### config.mk
export PLATFORM = sky130hd
export DESIGN_NAME = lspf_ctrl
export DESIGN_NICKNAME = d
export VERILOG_FILES = /design/src/rtl/lspf_pkg.sv /design/src/rtl/lspf_ctrl.sv /design/src/rtl/lspf_sync.sv /design/src/rtl/lspf_timer.sv
export SDC_FILE = /design/constraint.sdc
export NUM_CORES = 1
export LEC_CHECK = 0
export BUFFER_PORTS_ARGS = -buffer_cell sky130_fd_sc_hd__buf_2
export CORE_MARGIN = 2
export CORE_UTILIZATION = 45
export DETAILED_ROUTE_END_ITERATION = 7
export GPL_ROUTABILITY_DRIVEN = 0
export HOLD_SLACK_MARGIN = 0.12
export PLACE_DENSITY = 0.7
export SKIP_LAST_GASP = 1
export SLEW_MARGIN = 5
export SYNTH_ARGS = -nofsm -noshare
export SYNTH_HDL_FRONTEND = slang
export SYNTH_HIERARCHICAL = 1
export SYNTH_SLANG_ARGS = --single-unit
### constraint.sdc
create_clock -name CORE_CLK -period 2 [get_ports CORE_CLK]
set_input_delay 0.2 -clock CORE_CLK [delete_from_list [all_inputs] [get_ports CORE_CLK]]
set_output_delay 0.2 -clock CORE_CLK [all_outputs]
set_load 0.05 [all_outputs]
### src/rtl/lspf_pkg.sv
package lspf_pkg;

   // clock and timing
   localparam int CLK_HZ = 50_000_000;
   localparam int UVLO_WIN_MS = 5;
   localparam int PD_DELAY_MS = 500;
   localparam int UVLO_WIN_CYC = (CLK_HZ / 1000) * UVLO_WIN_MS;
   localparam int PD_DELAY_CYC = (CLK_HZ / 1000) * PD_DELAY_MS;
   localparam int TMR_W = 25;

   // switch indices
   localparam int NSW = 3;
   localparam int SW_LOW = 0;
   localparam int SW_5V = 1;
   localparam int SW_HV = 2;
   localparam int NCONV = 5;

   // register byte offsets
   localparam logic [7:0] OFS_ENABLE = 8'h00;
   localparam logic [7:0] OFS_CONFIG = 8'h04;
   localparam logic [7:0] OFS_FLAGS = 8'h08;
   localparam logic [7:0] OFS_STATUS = 8'h0C;

   // field positions
   localparam int CFG_DCHG_LSB = 0;
   localparam int CFG_SHED_LSB = 4;
   localparam int CFG_SEQSEL_BIT = 8;
   localparam int CFG_PFPD_BIT = 9;
   localparam int CFG_LS2LIM_LSB = 12;
   localparam int CFG_LS3LIM_LSB = 16;
   localparam int FLG_OC_LSB = 0;
   localparam int FLG_FLT_LSB = 4;
   localparam int ST_ON_LSB = 0;
   localparam int ST_PD_BIT = 4;
   localparam int ST_UVWIN_BIT = 5;
   localparam int ST_FAST_BIT = 6;

   // reset values
   localparam logic [2:0] ENABLE_RST = 3'h0;
   localparam logic [2:0] DCHG_RST = 3'h0;
   localparam logic [2:0] SHED_RST = 3'h0;
   localparam logic SEQSEL_RST = 1'h0;
   localparam logic PFPD_RST = 1'h0;
   localparam logic [1:0] LIM_RST = 2'h0;

   localparam int HTRANS_ACT_BIT = 1;

   typedef enum logic [1:0] {UV_RUN, UV_DIP, UV_TRIP} lspf_uv_t;
   typedef enum logic {PD_IDLE, PD_WAIT} lspf_pd_t;

endpackage : lspf_pkg

### src/rtl/lspf_ctrl.sv
// Contract
// each switch follows its own enable bit
// low-voltage switch by sequencer or host
// 5V and HV switches host-controlled only
// discharge bit pulls output low when off
// power-fail trip disables switches marked shed
// shed switch stays off until re-enabled; with seqsel_q at 1 the low switch follows SEQ_LS1_ON again once the trip ends
// overcurrent flag while limiting, switch stays on
// over-temperature forces off, auto recovers
// fault flag while held off by over-temperature
// 5V limit select two bits, overcurrent flag
// 5V input undervoltage forces off, fault flag
// HV switch two-bit current limit select
// lockout trip starts power-down sequence
// deep brown-out resets core, kills rails
// fast rise tolerates 5 ms dip above 2.55V
// slow rise needs hysteresis recovery within 5ms
// power-fail affects nothing until enabled
// power-fail enable bit starts power-down
// power-fail state never visible to software
// low switch off at power-down start; code clears it only when seqsel_q is 0
// 5V and HV off 500 ms after trigger
// latched flags drive combined interrupt output
`timescale 1ns/1ns
`default_nettype none
module lspf_ctrl
   import lspf_pkg::*;
#(
   parameter int UVLO_WIN = lspf_pkg::UVLO_WIN_CYC,
   parameter int PD_DELAY = lspf_pkg::PD_DELAY_CYC
) (
   // clock and reset
   input wire logic CORE_CLK,
   input wire logic RST_N,
   // ahb-lite slave
   input wire logic HSEL,
   input wire logic [31:0] HADDR,
   input wire logic [1:0] HTRANS,
   input wire logic HWRITE,
   input wire logic [2:0] HSIZE,
   input wire logic [31:0] HWDATA,
   input wire logic HREADY,
   output logic [31:0] HRDATA,
   output logic HREADYOUT,
   output logic HRESP,
   // analog comparators, asynchronous
   input wire logic PFI_TRIP,
   input wire logic [lspf_pkg::NSW-1:0] ILIM_ACTIVE,
   input wire logic [lspf_pkg::NSW-1:0] OT_ACTIVE,
   input wire logic LS2_IN_UV,
   input wire logic BIAS_BELOW_LOCKOUT,
   input wire logic BIAS_ABOVE_HYS,
   input wire logic BIAS_BELOW_2P55,
   input wire logic BIAS_BELOW_DEEP,
   input wire logic FAST_SLEW,
   // power sequencer, same clock
   input wire logic SEQ_LS1_ON,
   input wire logic SEQ_PD_BEGIN,
   output logic PWRDN_START,
   // load switches
   output logic [lspf_pkg::NSW-1:0] SW_ON,
   output logic [lspf_pkg::NSW-1:0] SW_DCHG,
   output logic [1:0] LS2_ILIM_SEL,
   output logic [1:0] LS3_ILIM_SEL,
   // rails and interrupt
   output logic RAIL_KILL,
   output logic [lspf_pkg::NCONV-1:0] CONV_DCHG,
   output logic INT_OUT
);
   import lspf_pkg::*;

   localparam int NSYNC = 13;

   // synchronised comparator levels
   logic [NSYNC-1:0] pins_s;
   logic pfi_s;
   logic [NSW-1:0] ilim_s;
   logic [NSW-1:0] ot_s;
   logic ls2_uv_s;
   logic below_lock_s;
   logic above_hys_s;
   logic below_2p55_s;
   logic deep_s;
   logic fast_pin_s;

   // free-running so the slew strap is settled by the time reset lifts
   lspf_sync #(.W(NSYNC)) u_sync (
      .clk(CORE_CLK),
      .rst_n(1'b1),
      .d({FAST_SLEW, BIAS_BELOW_DEEP, BIAS_BELOW_2P55, BIAS_ABOVE_HYS,
          BIAS_BELOW_LOCKOUT, LS2_IN_UV, OT_ACTIVE, ILIM_ACTIVE, PFI_TRIP}),
      .q(pins_s)
   );

   assign pfi_s = pins_s[0];
   assign ilim_s = pins_s[3:1];
   assign ot_s = pins_s[6:4];
   assign ls2_uv_s = pins_s[7];
   assign below_lock_s = pins_s[8];
   assign above_hys_s = pins_s[9];
   assign below_2p55_s = pins_s[10];
   assign deep_s = pins_s[11];
   assign fast_pin_s = pins_s[12];

   // deep brown-out acts as a core reset
   logic core_rst_n;
   assign core_rst_n = RST_N & ~deep_s;

   // register state
   logic [NSW-1:0] en_q;
   logic [NSW-1:0] dchg_en_q;
   logic [NSW-1:0] shed_q;
   logic seqsel_q;
   logic pfpd_q;
   logic [1:0] ls2_lim_q;
   logic [1:0] ls3_lim_q;
   logic [NSW-1:0] oc_q;
   logic [NSW-1:0] flt_q;

   // ahb data phase
   logic wr_q;
   logic [7:0] addr_q;
   logic addr_ok;
   logic wr_en;
   logic wr_enable;
   logic wr_config;
   logic wr_flags;
   logic [31:0] rd_d;

   // slew strap caught once after reset release
   logic fast_q;
   logic strap_done_q;

   // sequencing state
   lspf_uv_t uv_q;
   lspf_pd_t pd_q;
   logic uv_trig;
   logic pfi_d_q;
   logic pfi_rise;
   logic pd_trig;
   logic pd_begin;
   logic pd_end;
   logic uv_recovered;
   logic uv_start;
   logic uv_abort;
   logic uv_done;
   logic pd_run;

   // switch datapath
   logic [NSW-1:0] req;
   logic [NSW-1:0] hold;
   logic [NSW-1:0] shed_now;
   logic [NSW-1:0] on_d;
   logic [NSW-1:0] dchg_d;
   logic [NSW-1:0] oc_set;
   logic [NSW-1:0] flt_set;
   logic [NSW-1:0] en_clr;

   // ---------------- ahb-lite slave ----------------
   // single-cycle slave: no wait states, always okay
   assign addr_ok = HSEL & HREADY & HTRANS[HTRANS_ACT_BIT];
   assign wr_en = wr_q;
   assign wr_enable = wr_en && (addr_q == OFS_ENABLE);
   assign wr_config = wr_en && (addr_q == OFS_CONFIG);
   assign wr_flags = wr_en && (addr_q == OFS_FLAGS);

   always_ff @(posedge CORE_CLK) begin
      if (!RST_N) begin
         wr_q <= 1'b0;
         addr_q <= 8'h00;
      end else begin
         wr_q <= addr_ok & HWRITE;
         if (addr_ok) begin
            addr_q <= HADDR[7:0];
         end
      end
   end

   // read data built in the address phase so it comes from a flop
   always_comb begin
      rd_d = 32'h0000_0000;
      unique case (HADDR[7:0])
         OFS_ENABLE: rd_d[NSW-1:0] = en_q;
         OFS_CONFIG: begin
            rd_d[CFG_DCHG_LSB +: NSW] = dchg_en_q;
            rd_d[CFG_SHED_LSB +: NSW] = shed_q;
            rd_d[CFG_SEQSEL_BIT] = seqsel_q;
            rd_d[CFG_PFPD_BIT] = pfpd_q;
            rd_d[CFG_LS2LIM_LSB +: 2] = ls2_lim_q;
            rd_d[CFG_LS3LIM_LSB +: 2] = ls3_lim_q;
         end
         OFS_FLAGS: begin
            rd_d[FLG_OC_LSB +: NSW] = oc_q;
            rd_d[FLG_FLT_LSB +: NSW] = flt_q;
         end
         // power-fail level deliberately absent here
         OFS_STATUS: begin
            rd_d[ST_ON_LSB +: NSW] = SW_ON;
            rd_d[ST_PD_BIT] = (pd_q == PD_WAIT);
            rd_d[ST_UVWIN_BIT] = (uv_q == UV_DIP);
            rd_d[ST_FAST_BIT] = fast_q;
         end
         default: rd_d = 32'h0000_0000;
      endcase
   end

   always_ff @(posedge CORE_CLK) begin
      if (!RST_N) begin
         HRDATA <= 32'h0000_0000;
         HREADYOUT <= 1'b1;
         HRESP <= 1'b0;
      end else begin
         HREADYOUT <= 1'b1;
         HRESP <= 1'b0;
         if (addr_ok && !HWRITE) begin
            HRDATA <= rd_d;
         end
      end
   end

   // ---------------- configuration ----------------
   // defaults keep power-fail inert until software opts in
   always_ff @(posedge CORE_CLK) begin
      if (!core_rst_n) begin
         dchg_en_q <= DCHG_RST;
         shed_q <= SHED_RST;
         seqsel_q <= SEQSEL_RST;
         pfpd_q <= PFPD_RST;
         ls2_lim_q <= LIM_RST;
         ls3_lim_q <= LIM_RST;
      end else if (wr_config) begin
         dchg_en_q <= HWDATA[CFG_DCHG_LSB +: NSW];
         shed_q <= HWDATA[CFG_SHED_LSB +: NSW];
         seqsel_q <= HWDATA[CFG_SEQSEL_BIT];
         pfpd_q <= HWDATA[CFG_PFPD_BIT];
         ls2_lim_q <= HWDATA[CFG_LS2LIM_LSB +: 2];
         ls3_lim_q <= HWDATA[CFG_LS3LIM_LSB +: 2];
      end
   end

   // hardware clears win over a host write in the same cycle
   always_comb begin
      en_clr = shed_now;
      if (pd_begin && !seqsel_q) begin
         en_clr[SW_LOW] = 1'b1;
      end
      if (pd_end) begin
         en_clr[SW_5V] = 1'b1;
         en_clr[SW_HV] = 1'b1;
      end
   end

   always_ff @(posedge CORE_CLK) begin
      if (!core_rst_n) begin
         en_q <= ENABLE_RST;
      end else if (wr_enable) begin
         en_q <= HWDATA[NSW-1:0] & ~en_clr;
      end else begin
         en_q <= en_q & ~en_clr;
      end
   end

   // ---------------- slew strap ----------------
   always_ff @(posedge CORE_CLK) begin
      if (!core_rst_n) begin
         fast_q <= 1'b0;
         strap_done_q <= 1'b0;
      end else if (!strap_done_q) begin
         fast_q <= fast_pin_s;
         strap_done_q <= 1'b1;
      end
   end

   // ---------------- lockout dip window ----------------
   // fast rise only needs lockout again, slow rise needs the hysteresis
   assign uv_recovered = fast_q ? !below_lock_s : above_hys_s;
   assign uv_start = (uv_q == UV_RUN) && below_lock_s;
   assign uv_abort = (uv_q == UV_DIP) && uv_recovered;
   assign uv_trig = (uv_q == UV_DIP) && !uv_recovered
                    && (uv_done || (fast_q && below_2p55_s));

   lspf_timer #(.W(TMR_W)) u_uv_tmr (
      .clk(CORE_CLK),
      .rst_n(core_rst_n),
      .start(uv_start),
      .abort(uv_abort),
      .load(TMR_W'(UVLO_WIN)),
      .running(),
      .done(uv_done)
   );

   always_ff @(posedge CORE_CLK) begin
      if (!core_rst_n) begin
         uv_q <= UV_RUN;
      end else begin
         unique case (uv_q)
            UV_RUN: begin
               if (uv_start) begin
                  uv_q <= UV_DIP;
               end
            end
            UV_DIP: begin
               if (uv_abort) begin
                  uv_q <= UV_RUN;
               end else if (uv_trig) begin
                  uv_q <= UV_TRIP;
               end
            end
            UV_TRIP: begin
               if (uv_recovered) begin
                  uv_q <= UV_RUN;
               end
            end
         endcase
      end
   end

   // ---------------- power-down ----------------
   always_ff @(posedge CORE_CLK) begin
      if (!core_rst_n) begin
         pfi_d_q <= 1'b0;
      end else begin
         pfi_d_q <= pfi_s;
      end
   end

   assign pfi_rise = pfi_s & ~pfi_d_q;
   assign pd_trig = uv_trig | (pfi_rise & pfpd_q) | SEQ_PD_BEGIN;
   assign pd_begin = (pd_q == PD_IDLE) && pd_trig;
   assign pd_end = (pd_q == PD_WAIT) && !pd_run && !pd_begin;

   lspf_timer #(.W(TMR_W)) u_pd_tmr (
      .clk(CORE_CLK),
      .rst_n(core_rst_n),
      .start(pd_begin),
      .abort(1'b0),
      .load(TMR_W'(PD_DELAY)),
      .running(pd_run),
      .done()
   );

   // a second trigger during the wait is absorbed
   always_ff @(posedge CORE_CLK) begin
      if (!core_rst_n) begin
         pd_q <= PD_IDLE;
      end else begin
         unique case (pd_q)
            PD_IDLE: begin
               if (pd_begin) begin
                  pd_q <= PD_WAIT;
               end
            end
            PD_WAIT: begin
               if (pd_end) begin
                  pd_q <= PD_IDLE;
               end
            end
         endcase
      end
   end

   always_ff @(posedge CORE_CLK) begin
      if (!core_rst_n) begin
         PWRDN_START <= 1'b0;
      end else begin
         PWRDN_START <= uv_trig | (pfi_rise & pfpd_q);
      end
   end

   // ---------------- per-switch logic ----------------
   // sequencer reaches only the low-voltage switch
   assign req[SW_LOW] = seqsel_q ? SEQ_LS1_ON : en_q[SW_LOW];
   assign req[SW_5V] = en_q[SW_5V];
   assign req[SW_HV] = en_q[SW_HV];

   genvar i;
   generate
      for (i = 0; i < NSW; i++) begin : g_sw
         if (i == SW_5V) begin : g_uv
            assign hold[i] = ot_s[i] | ls2_uv_s;
         end else begin : g_ot
            assign hold[i] = ot_s[i];
         end
         assign shed_now[i] = pfi_s & shed_q[i];
         assign on_d[i] = req[i] & ~hold[i] & ~shed_now[i];
         assign dchg_d[i] = dchg_en_q[i] & ~on_d[i];
         // limiting keeps the switch on, only flags it
         assign oc_set[i] = ilim_s[i] & SW_ON[i];
         assign flt_set[i] = req[i] & hold[i];
      end
   endgenerate

   always_ff @(posedge CORE_CLK) begin
      if (!core_rst_n) begin
         SW_ON <= '0;
         SW_DCHG <= '0;
      end else begin
         SW_ON <= on_d;
         SW_DCHG <= dchg_d;
      end
   end

   always_ff @(posedge CORE_CLK) begin
      if (!core_rst_n) begin
         LS2_ILIM_SEL <= LIM_RST;
         LS3_ILIM_SEL <= LIM_RST;
      end else begin
         LS2_ILIM_SEL <= ls2_lim_q;
         LS3_ILIM_SEL <= ls3_lim_q;
      end
   end

   // ---------------- flags and interrupt ----------------
   // write one to clear; a new event in the same cycle survives
   always_ff @(posedge CORE_CLK) begin
      if (!core_rst_n) begin
         oc_q <= '0;
         flt_q <= '0;
      end else if (wr_flags) begin
         oc_q <= (oc_q & ~HWDATA[FLG_OC_LSB +: NSW]) | oc_set;
         flt_q <= (flt_q & ~HWDATA[FLG_FLT_LSB +: NSW]) | flt_set;
      end else begin
         oc_q <= oc_q | oc_set;
         flt_q <= flt_q | flt_set;
      end
   end

   always_ff @(posedge CORE_CLK) begin
      if (!core_rst_n) begin
         INT_OUT <= 1'b0;
      end else begin
         INT_OUT <= (|(oc_q | oc_set)) | (|(flt_q | flt_set));
      end
   end

   // ---------------- deep brown-out ----------------
   // held on RST_N only so the kill survives the core reset
   always_ff @(posedge CORE_CLK) begin
      if (!RST_N) begin
         RAIL_KILL <= 1'b0;
         CONV_DCHG <= '0;
      end else begin
         RAIL_KILL <= deep_s;
         CONV_DCHG <= {NCONV{deep_s}};
      end
   end

endmodule : lspf_ctrl
`default_nettype wire

### src/rtl/lspf_sync.sv
`timescale 1ns/1ns
`default_nettype none
module lspf_sync #(
   parameter int W = 1
) (
   // clock and reset
   input wire logic clk,
   input wire logic rst_n,
   // data
   input wire logic [W-1:0] d,
   output logic [W-1:0] q
);
   logic [W-1:0] meta_q;

   always_ff @(posedge clk) begin
      if (!rst_n) begin
         meta_q <= '0;
         q <= '0;
      end else begin
         meta_q <= d;
         q <= meta_q;
      end
   end
endmodule : lspf_sync
`default_nettype wire

### src/rtl/lspf_timer.sv
`timescale 1ns/1ns
`default_nettype none
module lspf_timer #(
   parameter int W = 25
) (
   // clock and reset
   input wire logic clk,
   input wire logic rst_n,
   // control
   input wire logic start,
   input wire logic abort,
   input wire logic [W-1:0] load,
   // state
   output logic running,
   output logic done
);
   logic [W-1:0] cnt_q;

   // load of zero is treated as one cycle
   always_ff @(posedge clk) begin
      if (!rst_n) begin
         cnt_q <= '0;
         running <= 1'b0;
         done <= 1'b0;
      end else begin
         done <= 1'b0;
         if (start) begin
            cnt_q <= load;
            running <= 1'b1;
         end else if (abort) begin
            running <= 1'b0;
         end else if (running) begin
            if (cnt_q <= W'(1)) begin
               running <= 1'b0;
               done <= 1'b1;
            end else begin
               cnt_q <= cnt_q - W'(1);
            end
         end
      end
   end
endmodule : lspf_timer
`default_nettype wire

==> impl_metrics.py <==
metrics = {
    "critical_path": {
        "rr_startpoint": "u_uv_tmr/cnt_q[8]",
        "crit_path_max_fanout": 5,
        "path_class": "flip-flop to flip-flop",
        "end_kind": "flip-flop",
        "arrival_ps": 2290,
        "worstRegToRegCells": 6,
        "reg2reg_to": "u_uv_tmr/cnt_q[10]",
        "crit_required_ps": 2310,
        "rrSetupSlack_ps": 20,
        "worst_setup_path_start_kind": "flip-flop",
    },
    "global_routing": {
        "antenna_found_initial": 0,
        "grt_overflow_total": 0,
        "grt.total_usage": 0.2099,
        "grt_max_degree": 26,
        "grt_pass1_vias": 5743,
        "grt_pass1_wl_um": 27270,
    },
    "layout": {
        "stdcell_area_um2": 9234,
        "utilization": 0.6329,
        "antenna_cells": 0,
        "final_cell_mix": "dfxtp_1 (136), buf_4 (99), conb_1 (82)",
        "mostFrequentLayoutCell": "dfxtp_1",
        "area_growth_pct": 36.54,
        "fin_nets": 1074,
        "drive_above_1_share": 0.2970,
        "fin_cells": 1174,
    },
    "cts": {
        "clk_latency_ps": 420,
        "ctsRootBufferMaster": "clkbuf_16",
        "cts_sinks": 140,
        "cts_tree": "done",
        "h-tree-depth": 4,
        "clockBufferDepth": 2,
        "path_clk_slew_ps": 60,
        "numCtsBuffers": 17,
    },
    "power_and_ir_drop": {
        "p_leak_nw": 3.812,
        "ir_drop_mv": 0.6256,
        "powerDensity_nw_per_um2": 850.1,
        "fin_total_pwr_mw": 7.849,
    },
    "detailed_routing": {
        "first_pass_iters": 5,
        "wl_met3_um": 748,
        "drt-met1-wl_um": 7785,
        "dr_total_vias": 6226,
        "topRoutingLayerUsed": "met4",
        "drtIter0Drc": 518,
        "wl_per_cell_um": 14.56,
        "routed_wl_um": 17100,
        "drc": 0,
        "viasPerCell": 5.303,
        "wl_met2_um": 8309,
        "ant_nets": 0,
    },
    "worst_hold_path": {
        "holdPathStages": 3,
        "min-delay-start": "HADDR[2]",
        "hp-class": "input port to flip-flop",
        "whs_endpoint": "addr_q[2]",
    },
    "placement": {
        "dp_cells": 1099,
        "place_area_um2": 7989,
        "hpwl_um": 11670,
        "io_buffers": 70,
    },
    "sta": {
        "finalMaxSlewViolations": 0,
        "fin_crit_sh": 0.9900,
        "fin_crit_ps": 1980,
        "relSlewSlack": 0.5994,
        "finalHoldViolations": 0,
        "max_freq_mhz": 505.1,
        "rsz0062_at_grt": "true",
        "finalClockSkew_ps": 7.306,
        "setup_viol": 0,
        "tightest_slew_ps": 594.7,
    },
    "floorplan": {
        "io_pins": 141,
        "die-width_um": 126.6,
        "core_area_um2": 14590,
        "rows": 44,
        "start_util": 0.4636,
        "die_area_um2": 16030,
        "chipHeight_um": 126.6,
    },
    "status": {
        "status": "finished, final reports clean",
    },
    "run": {
        "cap_viol_max_count": 0,
    },
    "logic_synthesis": {
        "ys_warn_count": 6,
        "netlist_area_um2": 6763,
        "syn_inst": 735,
        "syn_area_per_cell_um2": 9.201,
    },
}
==> final cells by class <==
class                   instances  area (um^2)
repair buffers                206         1501
clock inverters                13        142.6
fillers                      1169         5355
clock buffers                  18        429.2
flip-flops and latches        140         2808
inverters                      20        75.07
multi-input cells             593         4048
well taps                     184        230.2
==> registers in the layout, indices dropped and copies added (netlist names), 3 cells and up <==
name and flops:
en_q 3, HRDATA 12, flt_q 3, SW_ON 3, oc_q 3, SW_DCHG 3
u_sync/q 13, u_pd_tmr/cnt_q 25, u_sync/meta_q 13, addr_q 8, dchg_en_q 3, shed_q 3
u_uv_tmr/cnt_q 25
==> repair_timing <==
action                     4_1_cts  5_1_grt
setup endpoints to repair       13       43
hold buffers                    32        0
buffers inserted                 4        7
pin swaps                        3       14
gates resized for setup          5       45
cloned                           0        1
hold endpoints to repair        38        0
==> per-stage QoR <==
step | hold WS [ps] | setup TNS (ps) | setup slack, ps
4_1_cts | 128.2 | -94.75 | -47.41
3_5_place_dp | 410.8 | -312.6 | -72.22
3_3_place_gp | 407.6 | -79.63 | -21.51
5_1_grt | 160.5 | -404.1 | -59.63
2_1_floorplan | 309.3 | 0 | 40.59
6_report | 147.9 | 0 | 20.05
==> worst max-delay path, cell delays in order (launching register included) <==
cell and delay (ps):
dfxtp_1 310, nor3_1 260, nand4_1 230, o31ai_4 470
clkbuf_16 230, nor4_1 40, o311a_1 320
==> worst max path at each step <==
stage	startpoint	end	slack [ps]	depth (start not counted)
final	u_uv_tmr/cnt_q[8]	u_uv_tmr/cnt_q[10]	20	6
after detailed placement	uv_q[1]	u_uv_tmr/cnt_q[11]	-70	8
after global routing	u_pd_tmr/cnt_q[7]	u_pd_tmr/cnt_q[4]	-60	7
after floorplan	uv_q[1]	u_pd_tmr/cnt_q[7]	40	11
after CTS	u_uv_tmr/cnt_q[3]	u_uv_tmr/cnt_q[0]	-50	6
after global placement	uv_q[1]	u_uv_tmr/cnt_q[13]	-20	9
==> power breakdown <==
group | internal, mW | total, mW | switching [mW]
registers | 2.92 | 3.04 | 0.119
clock network | 1.84 | 3.06 | 1.23
logic | 0.767 | 1.75 | 0.984
==> routing by layer <==
layer / GRT usage / vias up
li1: - / 3126
met1: 0.2711 / 2929
met2: 0.3448 / 140
met3: 0.05103 / 31
met4: 0.07046 / 0
met5: 0 / -
Note: power is estimated with default switching activity, not from simulation.
